[src/uart_cfg_pkg.sv]
package uart_cfg_pkg;
	// wishbone register byte addresses
	localparam logic [7:0] ADDR_TX_LEVEL   = 8'h00;
	localparam logic [7:0] ADDR_RX_LEVEL   = 8'h04;
	localparam logic [7:0] ADDR_FLOW_HIGH  = 8'h08;
	localparam logic [7:0] ADDR_FLOW_LOW   = 8'h0C;
	localparam logic [7:0] ADDR_PRESCALE   = 8'h10;
	localparam logic [7:0] ADDR_TURNAROUND = 8'h14;
	localparam logic [7:0] ADDR_CONTROL    = 8'h18;
	localparam logic [7:0] ADDR_STATUS     = 8'h1C;
	localparam logic [7:0] ADDR_IRQ_STAT   = 8'h20;
	localparam logic [7:0] ADDR_IRQ_EN     = 8'h24;
	localparam logic [7:0] ADDR_IRQ_CLR    = 8'h28;
	// reset values
	localparam logic [7:0] LEVEL_RST       = 8'h00;
	localparam logic [3:0] PRESCALE_RST    = 4'h0;
	// control register fields
	localparam int CTL_BIG_FIFO  = 0;
	localparam int CTL_NINE_BIT  = 1;
	localparam int CTL_AUTO_RTS  = 2;
	localparam int CTL_DIR_SEL   = 3;
	localparam int CTL_W         = 4;
	// interrupt event bit positions
	localparam int EV_TX_LEVEL   = 0;
	localparam int EV_RX_LEVEL   = 1;
	localparam int EV_TURNED     = 2;
	localparam int EV_W          = 3;
	// level decode
	localparam logic [7:0] LEVEL_MIN   = 8'h01;
	localparam logic [7:0] LEVEL_MAX   = 8'h80;
	localparam int         COUNT_W     = 8;
endpackage

[src/level_decode.sv]
`timescale 1ns/1ps
// decodes a level code into an entry count: 0 and 1 both mean 1, caps at 128
module level_decode (
	// code in
	input  wire logic [7:0] code,
	// decoded level out
	output logic      [7:0] level
);
	import uart_cfg_pkg::*;
	// zero maps to one entry, anything above 128 clamps
	always_comb begin
		if (code < LEVEL_MIN) begin
			level = LEVEL_MIN;
		end else if (code > LEVEL_MAX) begin
			level = LEVEL_MAX;
		end else begin
			level = code;
		end
	end
endmodule // level_decode

[src/uart_cfg_core.sv]
// Decided for this implementation: the Wishbone register port and the address map.
`timescale 1ns/1ps
module uart_cfg_core (
	// clock and reset
	input  wire logic        core_clk,
	input  wire logic        arst_n,
	// wishbone slave
	input  wire logic        wb_cyc_i,
	input  wire logic        wb_stb_i,
	input  wire logic        wb_we_i,
	input  wire logic [7:0]  wb_adr_i,
	input  wire logic [3:0]  wb_sel_i,
	input  wire logic [31:0] wb_dat_i,
	output logic      [31:0] wb_dat_o,
	output logic             wb_ack_o,
	// fifo fill levels and legacy levels from the uart core
	input  wire logic [7:0]  tx_fill,
	input  wire logic [7:0]  rx_fill,
	input  wire logic [7:0]  legacy_tx_level,
	input  wire logic [7:0]  legacy_rx_level,
	input  wire logic [7:0]  legacy_flow_high,
	input  wire logic [7:0]  legacy_flow_low,
	// transmitter timing
	input  wire logic        bit_tick,
	input  wire logic        tx_shift_done,
	// outputs
	output logic             tx_level_irq,
	output logic             rx_level_irq,
	output logic             flow_stop,
	output logic             rts_n,
	output logic             dtr_n,
	output logic      [3:0]  clock_prescale,
	output logic             irq
);
	import uart_cfg_pkg::*;

	logic [7:0]       tx_fifo_irq_level_ff;
	logic [7:0]       rx_fifo_irq_level_ff;
	logic [7:0]       flow_high_threshold_ff;
	logic [7:0]       flow_low_threshold_ff;
	logic [3:0]       clock_prescale_value_ff;
	logic [7:0]       line_turnaround_delay_ff;
	logic [CTL_W-1:0] control_ff;
	logic [EV_W-1:0]  irq_stat_ff;
	logic [EV_W-1:0]  irq_en_ff;
	logic [7:0]       turn_cnt_ff;
	logic             turn_busy_ff;
	logic             dir_drive_ff;
	logic             turned_pulse;
	logic [7:0]       tx_dec;
	logic [7:0]       rx_dec;
	logic [7:0]       high_dec;
	logic [7:0]       low_dec;
	logic [7:0]       tx_eff;
	logic [7:0]       rx_eff;
	logic [7:0]       high_eff;
	logic [7:0]       low_eff;
	logic             req;
	logic             wr;
	logic [31:0]      rd_data;

	// decoders for the four level registers
	level_decode u_tx_dec (
		.code  (tx_fifo_irq_level_ff),
		.level (tx_dec)
	);
	level_decode u_rx_dec (
		.code  (rx_fifo_irq_level_ff),
		.level (rx_dec)
	);
	level_decode u_high_dec (
		.code  (flow_high_threshold_ff),
		.level (high_dec)
	);
	level_decode u_low_dec (
		.code  (flow_low_threshold_ff),
		.level (low_dec)
	);

	// programmable levels only in big-fifo mode
	assign tx_eff   = control_ff[CTL_BIG_FIFO] ? tx_dec : legacy_tx_level;
	assign rx_eff   = control_ff[CTL_BIG_FIFO] ? rx_dec : legacy_rx_level;
	assign high_eff = control_ff[CTL_BIG_FIFO] ? high_dec
		: legacy_flow_high;
	assign low_eff  = control_ff[CTL_BIG_FIFO] ? low_dec
		: legacy_flow_low;

	// bus request decode; ack one cycle after request, dropped next cycle
	assign req = wb_cyc_i && wb_stb_i && !wb_ack_o;
	assign wr  = req && wb_we_i && wb_sel_i[0];

	always_ff @(posedge core_clk or negedge arst_n) begin
		if (!arst_n) begin
			wb_ack_o <= 1'b0;
		end else begin
			wb_ack_o <= req;
		end
	end

	// level and config registers
	always_ff @(posedge core_clk or negedge arst_n) begin
		if (!arst_n) begin
			tx_fifo_irq_level_ff     <= LEVEL_RST;
			rx_fifo_irq_level_ff     <= LEVEL_RST;
			flow_high_threshold_ff   <= LEVEL_RST;
			flow_low_threshold_ff    <= LEVEL_RST;
			clock_prescale_value_ff  <= PRESCALE_RST;
			line_turnaround_delay_ff <= LEVEL_RST;
			control_ff               <= '0;
			irq_en_ff                <= '0;
		end else if (wr) begin
			unique case (wb_adr_i)
				ADDR_TX_LEVEL:   tx_fifo_irq_level_ff <= wb_dat_i[7:0];
				ADDR_RX_LEVEL:   rx_fifo_irq_level_ff <= wb_dat_i[7:0];
				ADDR_FLOW_HIGH:  flow_high_threshold_ff <= wb_dat_i[7:0];
				ADDR_FLOW_LOW:   flow_low_threshold_ff <= wb_dat_i[7:0];
				ADDR_PRESCALE:   clock_prescale_value_ff <= wb_dat_i[3:0];
				ADDR_TURNAROUND: line_turnaround_delay_ff <= wb_dat_i[7:0];
				ADDR_CONTROL:    control_ff <= wb_dat_i[CTL_W-1:0];
				ADDR_IRQ_EN:     irq_en_ff <= wb_dat_i[EV_W-1:0];
				default: ;
			endcase
		end
	end

	// read mux; unmapped and write-only read zero
	always_comb begin
		rd_data = '0;
		unique case (wb_adr_i)
			ADDR_TX_LEVEL:   rd_data[7:0] = tx_fifo_irq_level_ff;
			ADDR_RX_LEVEL:   rd_data[7:0] = rx_fifo_irq_level_ff;
			ADDR_FLOW_HIGH:  rd_data[7:0] = flow_high_threshold_ff;
			ADDR_FLOW_LOW:   rd_data[7:0] = flow_low_threshold_ff;
			ADDR_PRESCALE:   rd_data[3:0] = clock_prescale_value_ff;
			ADDR_TURNAROUND: rd_data[7:0] = line_turnaround_delay_ff;
			ADDR_CONTROL:    rd_data[CTL_W-1:0] = control_ff;
			ADDR_STATUS:     rd_data[7:0] = turn_cnt_ff;
			ADDR_IRQ_STAT:   rd_data[EV_W-1:0] = irq_stat_ff;
			ADDR_IRQ_EN:     rd_data[EV_W-1:0] = irq_en_ff;
			default:         rd_data = '0;
		endcase
	end

	always_ff @(posedge core_clk or negedge arst_n) begin
		if (!arst_n) begin
			wb_dat_o <= '0;
		end else if (req && !wb_we_i) begin
			wb_dat_o <= rd_data;
		end
	end

	// fifo threshold comparisons
	always_ff @(posedge core_clk or negedge arst_n) begin
		if (!arst_n) begin
			tx_level_irq <= 1'b0;
			rx_level_irq <= 1'b0;
		end else begin
			tx_level_irq <= tx_fill <= tx_eff;
			rx_level_irq <= rx_fill >= rx_eff;
		end
	end

	// flow stop with hysteresis between high and low thresholds
	always_ff @(posedge core_clk or negedge arst_n) begin
		if (!arst_n) begin
			flow_stop <= 1'b0;
		end else if (rx_fill >= high_eff) begin
			flow_stop <= 1'b1;
		end else if (rx_fill < low_eff) begin
			flow_stop <= 1'b0;
		end
	end

	// turn-around countdown in bit periods
	// a fresh load in the same cycle restarts the count: no done event then
	assign turned_pulse = turn_busy_ff && bit_tick
		&& (turn_cnt_ff == '0)
		&& !(control_ff[CTL_NINE_BIT] && tx_shift_done);
	always_ff @(posedge core_clk or negedge arst_n) begin
		if (!arst_n) begin
			turn_cnt_ff  <= '0;
			turn_busy_ff <= 1'b0;
			dir_drive_ff <= 1'b0;
		end else if (control_ff[CTL_NINE_BIT] && tx_shift_done) begin
			turn_cnt_ff  <= line_turnaround_delay_ff;
			turn_busy_ff <= 1'b1;
			dir_drive_ff <= 1'b1;
		end else if (turn_busy_ff && bit_tick) begin
			if (turn_cnt_ff == '0) begin
				turn_busy_ff <= 1'b0;
				dir_drive_ff <= 1'b0;
			end else begin
				turn_cnt_ff <= turn_cnt_ff - 8'h01;
			end
		end
	end

	// direction pins: active low; low releases driver to receive
	always_ff @(posedge core_clk or negedge arst_n) begin
		if (!arst_n) begin
			rts_n <= 1'b1;
			dtr_n <= 1'b1;
		end else if (control_ff[CTL_NINE_BIT]) begin
			rts_n <= control_ff[CTL_DIR_SEL] ? 1'b1 : dir_drive_ff;
			dtr_n <= control_ff[CTL_DIR_SEL] ? dir_drive_ff : 1'b1;
		end else begin
			rts_n <= control_ff[CTL_AUTO_RTS] && flow_stop;
			dtr_n <= 1'b1;
		end
	end

	// sticky status; set wins over clear
	always_ff @(posedge core_clk or negedge arst_n) begin
		if (!arst_n) begin
			irq_stat_ff <= '0;
		end else begin
			logic [EV_W-1:0] set_v;
			logic [EV_W-1:0] clr_v;
			set_v = '0;
			clr_v = '0;
			set_v[EV_TX_LEVEL] = tx_fill <= tx_eff;
			set_v[EV_RX_LEVEL] = rx_fill >= rx_eff;
			set_v[EV_TURNED]   = turned_pulse;
			if (wr && wb_adr_i == ADDR_IRQ_CLR) begin
				clr_v = wb_dat_i[EV_W-1:0];
			end
			irq_stat_ff <= (irq_stat_ff & ~clr_v) | set_v;
		end
	end

	always_ff @(posedge core_clk or negedge arst_n) begin
		if (!arst_n) begin
			irq <= 1'b0;
		end else begin
			irq <= |(irq_stat_ff & irq_en_ff);
		end
	end

	always_ff @(posedge core_clk or negedge arst_n) begin
		if (!arst_n) begin
			clock_prescale <= PRESCALE_RST;
		end else begin
			clock_prescale <= clock_prescale_value_ff;
		end
	end
endmodule // uart_cfg_core

[config.mk]
export PLATFORM = sky130hd
export DESIGN_NAME = uart_cfg_core
export DESIGN_NICKNAME = d
export VERILOG_FILES = /design/src/uart_cfg_pkg.sv /design/src/level_decode.sv /design/src/uart_cfg_core.sv
export SDC_FILE = /design/constraint.sdc
export NUM_CORES = 1
export LEC_CHECK = 0
export ABC_AREA = 1
export BUFFER_PORTS_ARGS = -buffer_cell sky130_fd_sc_hd__buf_2
export CORE_ASPECT_RATIO = 1.75
export CORE_UTILIZATION = 39
export CTS_CLUSTER_SIZE = 30
export DETAILED_ROUTE_END_ITERATION = 16
export PLACE_DENSITY = 0.68
export SYNTH_ARGS = -nofsm -noshare
export SYNTH_HDL_FRONTEND = slang
export SYNTH_HIERARCHICAL = 1
export SYNTH_SLANG_ARGS = --single-unit
[constraint.sdc]
create_clock -name core_clk -period 2.3 [get_ports core_clk]
set_input_delay 0 -clock core_clk [delete_from_list [all_inputs] [get_ports core_clk]]
set_output_delay 0 -clock core_clk [all_outputs]
set_load 0.01 [all_outputs]
==> flow_metrics.env <==
export IMPL_crit_top_cell="nor2_1"
export IMPL_postCtsSetupBuffers=0
export IMPL_synth_top_area_cell="dfrtp_1"
export IMPL_crit_chain="nor2_1, nand2_1, nor2_2, nor2_1, nor2_1, mux2i_1, ha_1, a21oi_1, nor2_1, a211oi_2, nand4_1"
export IMPL_gp_congestion=0.9597
export IMPL_grtUsageMet3=0.02684
export IMPL_nets=968
export IMPL_cp_top_family="simple AND/OR/NAND/NOR gates"
export IMPL_slowest_stage="dfrtp_1"
export IMPL_first_pass_iters=7
export IMPL_grt_busiest_layer="met2"
export IMPL_grt_usage=0.2163
export IMPL_crit_end="irq_stat_ff[1]"
export IMPL_antenna_found_initial=0
export IMPL_grt_pass1_vias=4825
export IMPL_met1_usage=0.2379
export IMPL_cp_max_fo=4
export IMPL_critical_path_arrival_ps=2170
export IMPL_power_frac_comb=0.154
export IMPL_maxSlewViolCount=0
export IMPL_rr_worst_depth=11
export IMPL_synthMuxAreaShare=0.04937
export IMPL_grt_pass1_wl_um=24830
export IMPL_syn_to_final_growth_pct=16.00
export IMPL_r2r_slack_ps=330
export IMPL_setup_viol=0
export IMPL_r2r_start="rx_fifo_irq_level_ff[1]"
export IMPL_ant_nets=0
export IMPL_clockBufferDepth=2
export IMPL_synth_edf_count=0
export IMPL_critical_path_max_stage_delay_ps=410
export IMPL_end_kind="register"
export IMPL_p_leak_nw=3.350
export IMPL_synthSimpleGateAreaFrac=0.2901
export IMPL_grt_max_degree=50
export IMPL_synth_compound_area_share=0.1089
export IMPL_die_height_um=161.6
export IMPL_post_dp_cell_area_um2=6218
export IMPL_swShare=0.2826
export IMPL_io_buffers=90
export IMPL_start_util=0.3971
export IMPL_grt_ovfl_total=0
export IMPL_hp_class="in -> reg"
export IMPL_avgSynthCellArea_um2=7.640
export IMPL_finalCriticalPeriod_ps=1971
export IMPL_insertion_delay_ps=350
export IMPL_outcome="completed"
export IMPL_routed_via_density=4.956
export IMPL_relSlewSlack=0.5489
export IMPL_clkPwrFrac=0.428
export IMPL_ys_ff_latch=82
export IMPL_synth_area_leaders="dfrtp_1 (35%), nand2_1 (12%), ha_1 (7.3%)"
export IMPL_syn_area_um2=5677
export IMPL_crit_path_start="rx_fifo_irq_level_ff[1]"
export IMPL_startpoint_type="register"
export IMPL_synthFlopType="dfrtp_1"
export IMPL_p_sw_mw=1.061
export IMPL_pwr_density_cell_nw_per_um2=570.1
export IMPL_drc_errors=0
export IMPL_cp_buffers_inverters=0
export IMPL_rsz0062_at_grt="false"
export IMPL_finalPower_mw=3.754
export IMPL_max_freq_mhz=507.4
export IMPL_synth_warning_count=6
export IMPL_cp_depth=11
export IMPL_fin_cells=1021
export IMPL_numCtsBuffers=9
export IMPL_yosysTopAreaCellShare=0.3527
export IMPL_hpwl_um=12180
export IMPL_async_flop_share=1.000
export IMPL_wl_um=15510
export IMPL_h_tree_depth=3
export IMPL_tns_ps=0
export IMPL_clock_sinks=82
export IMPL_post_route_util=0.4606
export IMPL_rows=58
export IMPL_fin_skew_ps=9.440
export IMPL_wl_per_cell_um=15.19
export IMPL_finalHoldViolCount=0
export IMPL_synth_common_cells="nand2_1 (184), nor2_1 (86), dfrtp_1 (80)"
export IMPL_internal_power_mw=2.693
export IMPL_clk_pin_slew_ps=60
export IMPL_fin_crit_sh=0.8569
export IMPL_critPathRequiredTime_ps=2500
export IMPL_root_buffer="clkbuf_16"
export IMPL_place_ws_ps=216.7
export IMPL_yosysMostFrequentCell="nand2_1"
export IMPL_first_iter_violations=281
export IMPL_yosysSeqAreaShare=0.3619
export IMPL_drive_gt1_frac=0.2128
export IMPL_vdd_drop_max_mv=0.3695
export IMPL_synthAdderAreaFrac=0.07274
export IMPL_synth_top_family_by_area="simple AND/OR/NAND/NOR gates"
export IMPL_core_area_um2=14300
export IMPL_whs_ps=6.310
export IMPL_tightest_slew_ps=676.7
export IMPL_finalWorstSetupSlack_ps=329.1
export IMPL_io_pins=142
export IMPL_num_antenna_cells=0
export IMPL_seqPwrFrac=0.417
export IMPL_synth_xor_area_frac=0.001543
export IMPL_dieWidth_um=93.20
export IMPL_finalInstanceArea_um2=6585
export IMPL_fp_dieArea_um2=15060
export IMPL_ys_types=37
export IMPL_vias=5060
export IMPL_cts_tree="yes"
export IMPL_dp_cells=1002
export IMPL_grtUsageMet2=0.3954
export IMPL_worst_setup_path_type="reg -> reg"
export IMPL_synthCells=743
export IMPL_rr_endpoint="irq_stat_ff[1]"
export IMPL_cap_violations=0
## logic make-up (layout without fill, tap and decap cells)
logic type,after synthesis,after routing
muxes,28,28
buffers and inverters,130,205
AOI/OAI and AO/OA,107,107
adders and majority gates,33,33
other,1,24
and+or+nand+nor,361,361
xor gates and xnor gates,1,1
DFF,82,82
## power by group through the flow
| stage | logic (mW) | registers (mW) | clock network (mW) |
|---|---|---|---|
| 2_1_floorplan | 0.376 | 1.59 | 0 |
| 3_3_place_gp | 0.571 | 1.59 | 0 |
| 3_5_place_dp | 0.579 | 1.59 | 0 |
| 4_1_cts | 0.585 | 1.57 | 1.63 |
| 5_1_grt | 0.668 | 1.58 | 1.69 |
| 6_report | 0.579 | 1.57 | 1.61 |
## placed cells by master (no fill, tap or decap), types with 2 or more instances in the layout
cell / count
inv_2: 9
nand3_4: 2
buf_4: 10
clkbuf_16: 9
mux2i_1: 28
nand3_1: 51
a21oi_2: 2
nor2_4: 2
nor2_8: 4
nand4_1: 5
nand3_2: 4
dfrtp_1: 79
nand2_2: 7
inv_1: 74
nor2_1: 86
nand2_4: 4
buf_2: 89
conb_1: 24
dlygate4sd3_1: 3
and3_1: 2
a211oi_1: 2
nor3_1: 2
inv_6: 3
ha_1: 33
o21ai_2: 16
nand2_1: 184
o21ai_1: 30
nor2_2: 6
bufinv_16: 2
dfstp_2: 2
o21ai_0: 33
buf_12: 2
a21oi_1: 20
o211ai_1: 3
## area by class of cell
class	instances	area, um^2
Sequential cell	82	2056
Fill cell	1431	7711
Clock buffer	9	225.2
Tap cell	180	225.2
Clock inverter	7	106.4
Multi-Input combinational cell	554	3062
Inverter	85	320.3
Timing Repair Buffer	104	590.6
## flip-flops by register name, summed over array words and instances, names as in the netlist
signal / flops
flow_stop: 1
clock_prescale: 4
irq_en_ff: 3
control_ff: 4
rx_level_irq: 1
turn_cnt_ff: 8
dtr_n: 1
irq: 1
wb_ack_o: 1
wb_dat_o: 8
irq_stat_ff: 3
line_turnaround_delay_ff: 8
dir_drive_ff: 1
clock_prescale_value_ff: 4
flow_low_threshold_ff: 8
tx_fifo_irq_level_ff: 8
flow_high_threshold_ff: 8
tx_level_irq: 1
rts_n: 1
rx_fifo_irq_level_ff: 8
## worst min-delay path by stage
stage | start | end | slack [ps] | cells past startpoint
after floorplan | arst_n | clock_prescale[0] | -300 | 0
after global placement | arst_n | tx_level_irq | 70 | 1
after detailed placement | arst_n | tx_level_irq | 70 | 1
after CTS | bit_tick | irq_stat_ff[2] | 20 | 3
after global routing | bit_tick | irq_stat_ff[2] | 30 | 3
final | bit_tick | irq_stat_ff[2] | 6 | 3
## layer usage
layer  part of all wire  up-vias
met1               0.39     2316
met5                  0        -
li1                   -     2541
met4              0.048        0
met3              0.035       46
met2               0.53      157
## worst reg2reg max path: cells and delay by family (launching register included)
family                   cells  cell delay, ps
AO/OA/AOI/OAI                2             380
adder cells (fa/ha/maj)      1             300
flip-flops                   1             410
multiplexers                 1              80
AND/OR/NAND/NOR              7             670
## timing repair
action | 4_1_cts | 5_1_grt
resized for setup | 0 | 1
hold buffers | 3 | 0
endpoints found under the hold margin | 47 | 0
setup endpoints to repair | 0 | 1
(Power assumes the default switching activity.)
